==> config.mk <==
export PLATFORM = sky130hd
export DESIGN_NAME = hbridge_fault_sleep_control
export DESIGN_NICKNAME = d
export VERILOG_FILES = /design/src/hbridge_pkg.sv /design/src/hbridge_fault_sleep_control.sv
export VERILOG_INCLUDE_DIRS = /design/src
export SDC_FILE = /design/constraint.sdc
export NUM_CORES = 1
export LEC_CHECK = 0
export ABC_AREA = 1
export BUFFER_PORTS_ARGS = -buffer_cell sky130_fd_sc_hd__buf_2
export CAP_MARGIN = 15
export CORE_ASPECT_RATIO = 0.6
export CORE_MARGIN = 2
export CORE_UTILIZATION = 50
export CTS_CLUSTER_DIAMETER = 80
export DETAILED_ROUTE_END_ITERATION = 8
export GPL_TIMING_DRIVEN = 0
export HOLD_SLACK_MARGIN = 0.05
export PLACE_DENSITY = 0.72
export SYNTH_ARGS = -nofsm -noshare
export SYNTH_HDL_FRONTEND = slang
export SYNTH_SLANG_ARGS = --single-unit
==> constraint.sdc <==
create_clock -name MCLK -period 2.4 [get_ports MCLK]
set_input_delay 0.48 -clock MCLK [delete_from_list [all_inputs] [get_ports MCLK]]
set_output_delay 0.48 -clock MCLK [all_outputs]
set_load 0.005 [all_outputs]
==> src/hbridge_defines.svh <==
// Timing constants for the H-bridge mode and protection sequencer.
// Assumes a 50 MHz MCLK; times are in nanoseconds.
`ifndef HBRIDGE_DEFINES_SVH
`define HBRIDGE_DEFINES_SVH

`define CLK_PERIOD_NS      20
`define OCP_FILTER_NS      3000
`define OCP_RETRY_NS       100000
`define SLEEP_ENTRY_NS     120000
`define WAKE_NS            100000

`define OCP_FILTER_CYC  ((`OCP_FILTER_NS + `CLK_PERIOD_NS - 1) / `CLK_PERIOD_NS)
`define OCP_RETRY_CYC   ((`OCP_RETRY_NS + `CLK_PERIOD_NS - 1) / `CLK_PERIOD_NS)
`define SLEEP_ENTRY_CYC ((`SLEEP_ENTRY_NS + `CLK_PERIOD_NS - 1) / `CLK_PERIOD_NS)
`define WAKE_CYC        ((`WAKE_NS + `CLK_PERIOD_NS - 1) / `CLK_PERIOD_NS)

`define CNT_W           24

`endif

==> src/hbridge_pkg.sv <==
// Types for the H-bridge mode and protection sequencer.
// Used with hbridge_defines.svh.
package hbridge_pkg;

   typedef enum logic [2:0] {
      MODE_SLEEP,
      MODE_WAKING,
      MODE_ACTIVE,
      MODE_OCP_OFF,
      MODE_THERMAL
   } mode_t;

   // Per-transistor current limit flags
   typedef struct packed {
      logic hs_a;
      logic ls_a;
      logic hs_b;
      logic ls_b;
   } fet_limit_t;

   // Bridge gate enables
   typedef struct packed {
      logic hs_a;
      logic ls_a;
      logic hs_b;
      logic ls_b;
   } gate_t;

endpackage : hbridge_pkg

==> src/hbridge_fault_sleep_control.sv <==
// Mode and protection sequencer of a brushed DC motor H-bridge driver.
// Assumes analog comparators deliver limit, thermal and supply flags
// asynchronously; the drive table is applied downstream of BRIDGE_EN.
//
// What this block and its host firmware do
// RULE_01: Sustained current limit beyond filter disables bridge
// RULE_02: Retry period elapses, bridge re-enables automatically
// RULE_03: Persistent overcurrent repeats filter, shutdown, retry
// RULE_04: Each high and low transistor watched separately
// RULE_05: Overcurrent path ignores regulation settings
// RULE_06: Over-temperature disables bridge, internals keep running
// RULE_07: Temperature clear resumes operation automatically
// RULE_08: Supply low disables everything, resets logic
// RULE_09: Lockout exit only on rising threshold flag
// RULE_10: Active needs supply good, input high, wake
// RULE_11: Either input high keeps bridge and internals on
// RULE_12: Both inputs low for sleep time enters sleep
// RULE_13: Sleep holds both outputs high impedance
// RULE_14: Power-up with inputs low sleeps immediately
// RULE_15: Host holds input high past wake time
// RULE_16: Any fault enters fault mode, bridge off
// RULE_17: Overcurrent or thermal recovery returns to active mode at once; lockout release goes through wake
// RULE_18: Host samples sense voltage for stall
// RULE_19: Host may ramp duty to limit inrush
// RULE_20: Interval timers restart when condition drops
`timescale 1ns/1ps
`include "hbridge_defines.svh"

module hbridge_fault_sleep_control (
   input  wire logic                   MCLK,
   input  wire logic                   RST,
   input  wire logic                   DRIVE_INPUT_A,
   input  wire logic                   DRIVE_INPUT_B,
   input  wire hbridge_pkg::fet_limit_t FET_LIMIT,
   input  wire logic                   THERMAL_HOT,
   input  wire logic                   SUPPLY_BELOW_FALL,
   input  wire logic                   SUPPLY_ABOVE_RISE,
   output logic                        BRIDGE_EN,
   output logic                        OUTPUTS_HIZ,
   output logic                        INTERNAL_EN,
   output logic                        FAULT_ACTIVE,
   output hbridge_pkg::gate_t          GATE_ALLOW,
   output hbridge_pkg::mode_t          MODE
);

   ////////////////////////////////////////////////////////////////////////
   // Input synchronisers

   logic [1:0] in_a_s;
   logic [1:0] in_b_s;
   logic [3:0] lim_s0;
   logic [3:0] lim_s1;
   logic [1:0] hot_s;
   logic [1:0] fall_s;
   logic [1:0] rise_s;

   always_ff @(posedge MCLK) begin
      if (RST) begin
         in_a_s <= 2'h0;
         in_b_s <= 2'h0;
         lim_s0 <= 4'h0;
         lim_s1 <= 4'h0;
         hot_s  <= 2'h0;
         fall_s <= 2'h3;
         rise_s <= 2'h0;
      end else begin
         in_a_s <= {in_a_s[0], DRIVE_INPUT_A};
         in_b_s <= {in_b_s[0], DRIVE_INPUT_B};
         lim_s0 <= FET_LIMIT;
         lim_s1 <= lim_s0;
         hot_s  <= {hot_s[0], THERMAL_HOT};
         fall_s <= {fall_s[0], SUPPLY_BELOW_FALL};
         rise_s <= {rise_s[0], SUPPLY_ABOVE_RISE};
      end
   end

   logic any_in_high;
   logic any_limit;
   assign any_in_high = in_a_s[1] | in_b_s[1];
   assign any_limit   = |lim_s1; // RULE_04 RULE_05

   ////////////////////////////////////////////////////////////////////////
   // Supply lockout with hysteresis

   logic lockout_q;
   logic lockout_d;

   always_comb begin
      lockout_d = lockout_q;
      if (fall_s[1]) begin
         lockout_d = 1'b1;
      end else if (rise_s[1]) begin
         lockout_d = 1'b0; // RULE_09
      end
   end

   always_ff @(posedge MCLK) begin
      if (RST) begin
         lockout_q <= 1'b1;
      end else begin
         lockout_q <= lockout_d;
      end
   end

   // Lockout acts as the internal logic reset
   logic lrst;
   assign lrst = RST | lockout_q; // RULE_08

   ////////////////////////////////////////////////////////////////////////
   // Interval timers

   function automatic logic [`CNT_W-1:0] tick(
      input logic              run,
      input logic [`CNT_W-1:0] cnt
   );
      if (!run) begin
         tick = '0;
      end else if (cnt == {`CNT_W{1'b1}}) begin
         tick = cnt;
      end else begin
         tick = cnt + `CNT_W'(1);
      end
   endfunction : tick

   localparam logic [`CNT_W-1:0] FILT_N  = `CNT_W'(`OCP_FILTER_CYC);
   localparam logic [`CNT_W-1:0] RETRY_N = `CNT_W'(`OCP_RETRY_CYC);
   localparam logic [`CNT_W-1:0] SLEEP_N = `CNT_W'(`SLEEP_ENTRY_CYC);
   localparam logic [`CNT_W-1:0] WAKE_N  = `CNT_W'(`WAKE_CYC);

   hbridge_pkg::mode_t mode_q;
   hbridge_pkg::mode_t mode_d;

   logic [`CNT_W-1:0] filt_q;
   logic [`CNT_W-1:0] retry_q;
   logic [`CNT_W-1:0] idle_q;
   logic [`CNT_W-1:0] wake_q;

   logic filt_run;
   logic retry_run;
   logic idle_run;
   logic wake_run;

   assign filt_run  = (mode_q == hbridge_pkg::MODE_ACTIVE) && any_limit;
   assign retry_run = (mode_q == hbridge_pkg::MODE_OCP_OFF);
   assign idle_run  = (mode_q == hbridge_pkg::MODE_ACTIVE) && !any_in_high;
   assign wake_run  = (mode_q == hbridge_pkg::MODE_WAKING) && any_in_high;

   always_ff @(posedge MCLK) begin
      if (lrst) begin
         filt_q <= '0;
      end else begin
         filt_q <= tick(filt_run, filt_q); // RULE_20
      end
   end

   always_ff @(posedge MCLK) begin
      if (lrst) begin
         retry_q <= '0;
      end else begin
         retry_q <= tick(retry_run, retry_q); // RULE_20
      end
   end

   always_ff @(posedge MCLK) begin
      if (lrst) begin
         idle_q <= '0;
      end else begin
         idle_q <= tick(idle_run, idle_q); // RULE_20
      end
   end

   always_ff @(posedge MCLK) begin
      if (lrst) begin
         wake_q <= '0;
      end else begin
         wake_q <= tick(wake_run, wake_q); // RULE_20
      end
   end

   logic filt_done;
   logic retry_done;
   logic idle_done;
   logic wake_done;
   assign filt_done  = filt_run && (filt_q >= FILT_N - `CNT_W'(1));
   assign retry_done = retry_run && (retry_q >= RETRY_N - `CNT_W'(1));
   assign idle_done  = idle_run && (idle_q >= SLEEP_N - `CNT_W'(1));
   assign wake_done  = wake_run && (wake_q >= WAKE_N - `CNT_W'(1));

   ////////////////////////////////////////////////////////////////////////
   // Mode sequencer

   // First cycle after lockout release decides immediate sleep
   logic fresh_q;

   always_ff @(posedge MCLK) begin
      if (lrst) begin
         fresh_q <= 1'b1;
      end else begin
         fresh_q <= 1'b0;
      end
   end

   always_comb begin
      mode_d = mode_q;
      case (mode_q)
         hbridge_pkg::MODE_SLEEP: begin
            if (any_in_high) begin
               mode_d = hbridge_pkg::MODE_WAKING;
            end
         end
         hbridge_pkg::MODE_WAKING: begin
            if (fresh_q && !any_in_high) begin
               mode_d = hbridge_pkg::MODE_SLEEP; // RULE_14
            end else if (!any_in_high) begin
               mode_d = hbridge_pkg::MODE_SLEEP;
            end else if (wake_done) begin
               mode_d = hbridge_pkg::MODE_ACTIVE; // RULE_10 RULE_15
            end
         end
         hbridge_pkg::MODE_ACTIVE: begin
            if (hot_s[1]) begin
               mode_d = hbridge_pkg::MODE_THERMAL; // RULE_06 RULE_16
            end else if (filt_done) begin
               mode_d = hbridge_pkg::MODE_OCP_OFF; // RULE_01 RULE_16
            end else if (idle_done) begin
               mode_d = hbridge_pkg::MODE_SLEEP; // RULE_12
            end
         end
         hbridge_pkg::MODE_OCP_OFF: begin
            if (hot_s[1]) begin
               mode_d = hbridge_pkg::MODE_THERMAL;
            end else if (retry_done) begin
               mode_d = hbridge_pkg::MODE_ACTIVE; // RULE_02 RULE_03 RULE_17
            end
         end
         hbridge_pkg::MODE_THERMAL: begin
            if (!hot_s[1]) begin
               mode_d = hbridge_pkg::MODE_ACTIVE; // RULE_07 RULE_17
            end
         end
         default: begin
            mode_d = hbridge_pkg::MODE_SLEEP;
         end
      endcase
   end

   always_ff @(posedge MCLK) begin
      if (lrst) begin
         mode_q <= hbridge_pkg::MODE_WAKING;
      end else begin
         mode_q <= mode_d;
      end
   end

   ////////////////////////////////////////////////////////////////////////
   // Registered outputs

   function automatic logic is_fault(input hbridge_pkg::mode_t m);
      is_fault = (m == hbridge_pkg::MODE_OCP_OFF) ||
                 (m == hbridge_pkg::MODE_THERMAL);
   endfunction : is_fault

   logic               bridge_d;
   logic               hiz_d;
   logic               ien_d;
   logic               fault_d;
   hbridge_pkg::gate_t gate_d;
   hbridge_pkg::mode_t mode_out_d;

   always_comb begin
      bridge_d   = 1'b0;
      hiz_d      = 1'b1;
      ien_d      = 1'b0;
      fault_d    = 1'b0;
      gate_d     = '0;
      mode_out_d = hbridge_pkg::MODE_SLEEP;
      if (lockout_d) begin
         fault_d = 1'b1; // RULE_08
      end else begin
         bridge_d   = (mode_d == hbridge_pkg::MODE_ACTIVE); // RULE_11
         hiz_d      = !bridge_d; // RULE_13
         ien_d      = (mode_d != hbridge_pkg::MODE_SLEEP);
         fault_d    = is_fault(mode_d); // RULE_16
         gate_d     = {4{bridge_d}}; // RULE_01 RULE_06
         mode_out_d = mode_d;
      end
   end

   always_ff @(posedge MCLK) begin
      if (RST) begin
         BRIDGE_EN <= 1'b0;
      end else begin
         BRIDGE_EN <= bridge_d;
      end
   end

   always_ff @(posedge MCLK) begin
      if (RST) begin
         OUTPUTS_HIZ <= 1'b1;
      end else begin
         OUTPUTS_HIZ <= hiz_d;
      end
   end

   always_ff @(posedge MCLK) begin
      if (RST) begin
         INTERNAL_EN <= 1'b0;
      end else begin
         INTERNAL_EN <= ien_d;
      end
   end

   always_ff @(posedge MCLK) begin
      if (RST) begin
         FAULT_ACTIVE <= 1'b0;
      end else begin
         FAULT_ACTIVE <= fault_d;
      end
   end

   always_ff @(posedge MCLK) begin
      if (RST) begin
         GATE_ALLOW <= '0;
      end else begin
         GATE_ALLOW <= gate_d;
      end
   end

   always_ff @(posedge MCLK) begin
      if (RST) begin
         MODE <= hbridge_pkg::MODE_SLEEP;
      end else begin
         MODE <= mode_out_d;
      end
   end

endmodule : hbridge_fault_sleep_control

==> out/metrics.yaml, run 1 <==
dieArea_um2: 14500
synth_seq_cells: 125
p_sw_frac: 0.222
p_int_w: 0.00369
synth_seq_area_share: 0.370
fin_area_um2: 7680
total_leakage_power_nw: 3.47
synthesis.instances: 986
crit_required_ns: 2.72
cts.repair.resized: 0
initial_core_util: 0.520
drv_cap: 0
final_max_slew_viol_count: 0
startpoint_type: "flop"
syn_nets: 1003
pin_count: 22
routedWlPerCell_um: 12.9
critPathArrivalTime_ns: 2.37
grt_usage: 0.234
synth_area_leaders: "dfxtp_1 (37%), inv_1 (10%), nand2_1 (9.7%)"
slowest_stage: "dfxtp_1"
synth_ff_type: "dfxtp_1"
fin_skew_ns: 0.0114
switching_power_w: 0.00105
place_ws_ns: 0.375
finalSetupViolCount: 0
power_density_nw_per_um2: 617
critical_path_class: "reg2reg"
cts_htree_levels: 4
dieWidth_um: 154
synth_top_area_cell: "dfxtp_1"
grt_pass1_vias: 5563
synth_enable_flop_cells: 0
clk_pin_slew_ns: 0.06
min_period_ns: 2.05
dr_total_vias: 6110
crit_path_end_kind: "flop"
critPathMaxStageDelay_ns: 0.51
rows: 32
port_buffers: 21
vdd_drop_max_mv: 0.360
fp.coreArea_um2: 13000
drtPass1Iterations: 6
hold_class: "in2reg"
critical_path.max_fanout: 8
critical_path_buf_inv_count: 2
cts_tree: "yes"
path_cells: "ha_1, inv_2, nor3_4, nand2_2, nor2_2, nand2_1, nor2_4, nand2_2, nand3_1, nand2_1, nand3_1, inv_1"
post_cts_buffers: 0
layout_common_cells: "inv_1 (181), nand2_1 (174), nor2_1 (133)"
drive_above_1_share: 0.133
n_fill_cell: 1251
outcome: "finished, final reports clean"
antenna_found_initial: 0
clockBufferDepth: 2
async_reset_ff_frac: 0
place_area_um2: 7080
worst_pin_slew_ns: 0.551
ant_nets: 0
ff2ff_setup_slack_ns: 0.35
finalCritPeriodShare: 0.855
rsz0062_at_grt: "no"
grt_overflow_total: 0
final_common_cell: "inv_1"
place_congestion: 0.984
comb_power_share: 0.009
setup_ws_ns: 0.347
cts.sinks: 125
hold_viol_final: 0
drc: 0
setup-tns-final_ns: 0
synth_cell_type_count: 41
yosysWarnings: 0
p_seq_frac: 0.442
netlist_area_um2: 6760
insertion_delay_ns: 0.42
drtIter0Drc: 525
cts_buffers: 17
antennaDiodeCount: 0
area_growth_pct: 13.6
slew_headroom: 0.630
routed_wl_um: 15600
fin_nets: 1043
fmax_mhz: 487
yosysTopAreaCellShare: 0.370
grt_pass1_wl_um: 27100
grt_max_degree: 17
die_height_um: 94.1
clock_power_share: 0.549
vias_per_cell: 5.05
crit_family: "simple AND/OR/NAND/NOR gates"
dp_hpwl_um: 11700
cts-root-buf: "clkbuf_16"
avgSynthCellArea_um2: 6.86
holdBufCountCts: 0
## logic make-up after synthesis
group / share of synthesized area
simple gates: 0.345
flops: 0.370
fa+ha+maj: 0.0111
xor+xnor: 0.0687
compound gates: 0.0820
buf+inv: 0.123
## cell usage after synthesis (11+ instances only)
| library cell | instances |
|---|---|
| xor2_1 | 37 |
| nand2_1 | 174 |
| a21oi_1 | 26 |
| nand4_1 | 34 |
| a31oi_1 | 11 |
| nor2_1 | 133 |
| xnor2_1 | 16 |
| nand3_1 | 56 |
| inv_2 | 13 |
| inv_1 | 181 |
| nor3_1 | 26 |
| nand2_2 | 20 |
| o21ai_1 | 18 |
| dfxtp_1 | 125 |
| o21ai_0 | 40 |
## worst register-to-register path: cells and delay by family (launching register included)
kind / cells / cell delay (ns)
adders and majority gates: 1 / 0.36
DFF: 1 / 0.51
and+or+nand+nor: 9 / 0.96
buffers and inverters: 2 / 0.13
## power by group through the flow
| stage | registers [W] | clock network, W | logic (W) |
|---|---|---|---|
| after floorplan | 0.00214 | 0 | 0.0000258 |
| after global placement | 0.00214 | 0 | 0.0000408 |
| after detailed placement | 0.00214 | 0 | 0.0000412 |
| after CTS | 0.00209 | 0.00266 | 0.0000417 |
| after global routing | 0.00210 | 0.00273 | 0.0000487 |
| final | 0.00210 | 0.00260 | 0.0000412 |
## cell type report
class | count | area [um2] | share of cell area
multi-input combinational | 651 | 3430 | 0.446
sequential | 125 | 2500 | 0.326
inverter | 195 | 733 | 0.0955
clock buffer | 18 | 439 | 0.0572
tap | 170 | 213 | 0.0277
clock inverter | 14 | 160 | 0.0209
timing repair buffer | 21 | 105 | 0.0137
buffer | 15 | 100 | 0.0130
## per-stage QoR
step | power (W) | instances | hold WS, ns | util
2_1_floorplan | 0.00217 | 986 | 0.388 | -
3_3_place_gp | 0.00218 | 1177 | 0.391 | 0.544
3_5_place_dp | 0.00218 | 1177 | 0.394 | 0.544
4_1_cts | 0.00479 | 1209 | 0.225 | 0.590
5_1_grt | 0.00488 | 1209 | 0.243 | 0.590
6_report | 0.00474 | 1209 | 0.242 | 0.590
## per-layer routing
metal / up-vias / track usage / wire length, um
met5: - / 0 / 0
met4: 0 / 0.0654 / 125
met3: 14 / 0.0540 / 1410
met2: 219 / 0.310 / 5700
met1: 2699 / 0.366 / 8330
li1: 3178 / - / -
## flip-flops by register name (all words and copies together) (netlist names), 3 cells and up
signal	cells
MODE	3
filt_q	24
idle_q	24
lim_s0	4
lim_s1	4
mode_q	3
retry_q	24
wake_q	24
## worst paths after layout
kind,startpoint,endpoint,cells past startpoint
setup reg to reg,retry_q[0],retry_q[22],12
setup / recovery,retry_q[0],retry_q[22],12
hold / removal,SUPPLY_BELOW_FALL,fall_s[0],2
hold reg to reg,hot_s[0],hot_s[1],2
No activity file was read; power rests on OpenSTA's default activity.
==> run 2, diff against run 1 <==
--- a/config.mk
+++ b/config.mk
@@ -13,3 +13,3 @@
 export CORE_MARGIN = 2
-export CORE_UTILIZATION = 50
+export CORE_UTILIZATION = 62
 export CTS_CLUSTER_DIAMETER = 80
@@ -18,3 +18,3 @@
 export HOLD_SLACK_MARGIN = 0.05
-export PLACE_DENSITY = 0.72
+export PLACE_DENSITY = 0.86
 export SYNTH_ARGS = -nofsm -noshare
--- a/constraint.sdc
+++ b/constraint.sdc
@@ -3,2 +3,2 @@
 set_output_delay 0.48 -clock MCLK [all_outputs]
-set_load 0.005 [all_outputs]
+set_load 0.01 [all_outputs]
==> out/metrics.yaml, run 2 (same netlist as run 1, synthesis figures left out) <==
rows: 29  # -9.4%
place_congestion: 1.01  # +2.3%
critical_path_class: "reg2reg"
grt_overflow_total: 0  # unchanged
fmax_mhz: 493  # +1.1%
critPathArrivalTime_ns: 2.39  # +0.02 ns
routedWlPerCell_um: 13.7  # +6.5%
finalCritPeriodShare: 0.846  # -0.00970
min_period_ns: 2.03  # -0.0233 ns
setup-tns-final_ns: 0  # unchanged
area_growth_pct: 13.0
fp.coreArea_um2: 10600  # -19%
drv_cap: 0  # unchanged
cts_htree_levels: 4  # unchanged
drtPass1Iterations: 5  # -1
insertion_delay_ns: 0.43  # about the same
dp_hpwl_um: 11700  # about the same
clockBufferDepth: 2  # unchanged
drc: 0  # unchanged
hold_viol_final: 0  # unchanged
min-delay-start: "SUPPLY_BELOW_FALL"
rr_startpoint: "retry_q[0]"
startpoint_type: "flop"
grt_pass1_wl_um: 27400  # +1.2%
die_height_um: 84.9  # -9.8%
ant_nets: 0  # unchanged
dr_total_vias: 6297  # +3.1%
cts-root-buf: "clkbuf_16"
outcome: "finished, final reports clean"
final_max_slew_viol_count: 0  # unchanged
crit_required_ns: 2.76  # +0.04 ns
crit_path_end_kind: "flop"
holdBufCountCts: 0  # unchanged
drtIter0Drc: 683  # +30%
post_cts_buffers: 0  # unchanged
fin_skew_ns: 0.00773  # -0.00365 ns
cts_buffers: 17  # unchanged
final_common_cell: "inv_1"
cts_tree: "yes"
grt_pass1_vias: 5677  # +2.0%
drive_above_1_share: 0.133  # unchanged
total_leakage_power_nw: 3.47  # about the same
initial_core_util: 0.638  # +0.119
rsz0062_at_grt: "no"
hold_class: "in2reg"
fin_nets: 1043  # unchanged
vdd_drop_max_mv: 0.517  # +44%
cts.repair.resized: 0  # unchanged
vias_per_cell: 5.35  # +5.8%
pin_count: 22  # unchanged
crit_start: "retry_q[0]"
dieWidth_um: 139  # -9.9%
antennaDiodeCount: 0  # unchanged
port_buffers: 21  # unchanged
power_density_nw_per_um2: 619  # +0.40%
dieArea_um2: 11800  # -19%
antenna_found_initial: 0  # unchanged
finalSetupViolCount: 0  # unchanged
grt_max_degree: 17  # unchanged
clk_pin_slew_ns: 0.06  # about the same
routed_wl_um: 16200  # +3.8%
worst_pin_slew_ns: 0.590  # +0.0394 ns
slew_headroom: 0.604  # -0.0265
grt_usage: 0.289  # +0.0555
finalPower_w: 0.00473  # -0.14%
layout_common_cells: "inv_1 (181), nand2_1 (174), nor2_1 (133)"
critical_path.max_fanout: 10  # +2
cts.sinks: 125  # unchanged
-- run 2: cell count changes in the layout (fill, tap and decap cells not counted) --
cell | before | now
inv_6 | 3 | 4
inv_8 | 2 | 1
-- run 2: path summary, 6_finish.rpt --
kind                                    to  slack, ns  depth (start not counted)
worst max-delay path            retry_q[1]       0.37                         10
worst min-delay path             fall_s[0]       0.23                          2
worst max register to register  retry_q[1]       0.37                         10
worst min register to register   lim_s1[3]       0.40                          2
-- run 2: where the power goes --
| part | total [W] | switching, W | internal, W | leakage (nW) |
|---|---|---|---|---|
| registers | 0.00209 | 0.00000452 | 0.00209 | 1.01 |
| logic | 0.0000416 | 0.0000243 | 0.0000173 | 2.17 |
| clock network | 0.00259 | 0.00102 | 0.00157 | 0.290 |
-- run 2: through the flow --
stage	setup slack [ns]	hold slack [ns]	cells	utilization	area (um2)
finish	0.370	0.234	1178	0.721	7640
global route	0.188	0.237	1178	0.721	7640
CTS	0.400	0.223	1178	0.721	7640
detailed placement	0.430	0.394	1146	0.665	7040
global placement	0.447	0.390	1146	0.665	7040
floorplan	0.704	0.388	986	-	6760
-- run 2: worst max-delay path, stage by stage (launching register included) --
cell	delay, ns
dfxtp_1	0.49
ha_1	0.35
inv_2	0.08
nor3_4	0.18
nand2_2	0.13
nor2_2	0.13
nand2_2	0.12
inv_2	0.15
buf_6	0.17
nand2_2	0.06
a21oi_2	0.10
-- run 2: metal layers --
layer,GRT usage,vias to the layer above,wire [um],part of all wire
li1,-,3169,-,-
met5,0,-,0,0
met3,0.0784,30,1600,0.099
met1,0.437,2834,7980,0.49
met4,0.0900,0,223,0.014
met2,0.399,264,6350,0.39
-- run 2: final cells by class --
class / instances / area [um2]
plain buffers: 15 / 100
clock buffers: 18 / 439
clock inverters: 14 / 158
fillers: 837 / 2960
inverters: 195 / 733
multi-input cells: 651 / 3430
flip-flops and latches: 125 / 2500
well taps: 139 / 174
repair buffers: 21 / 105
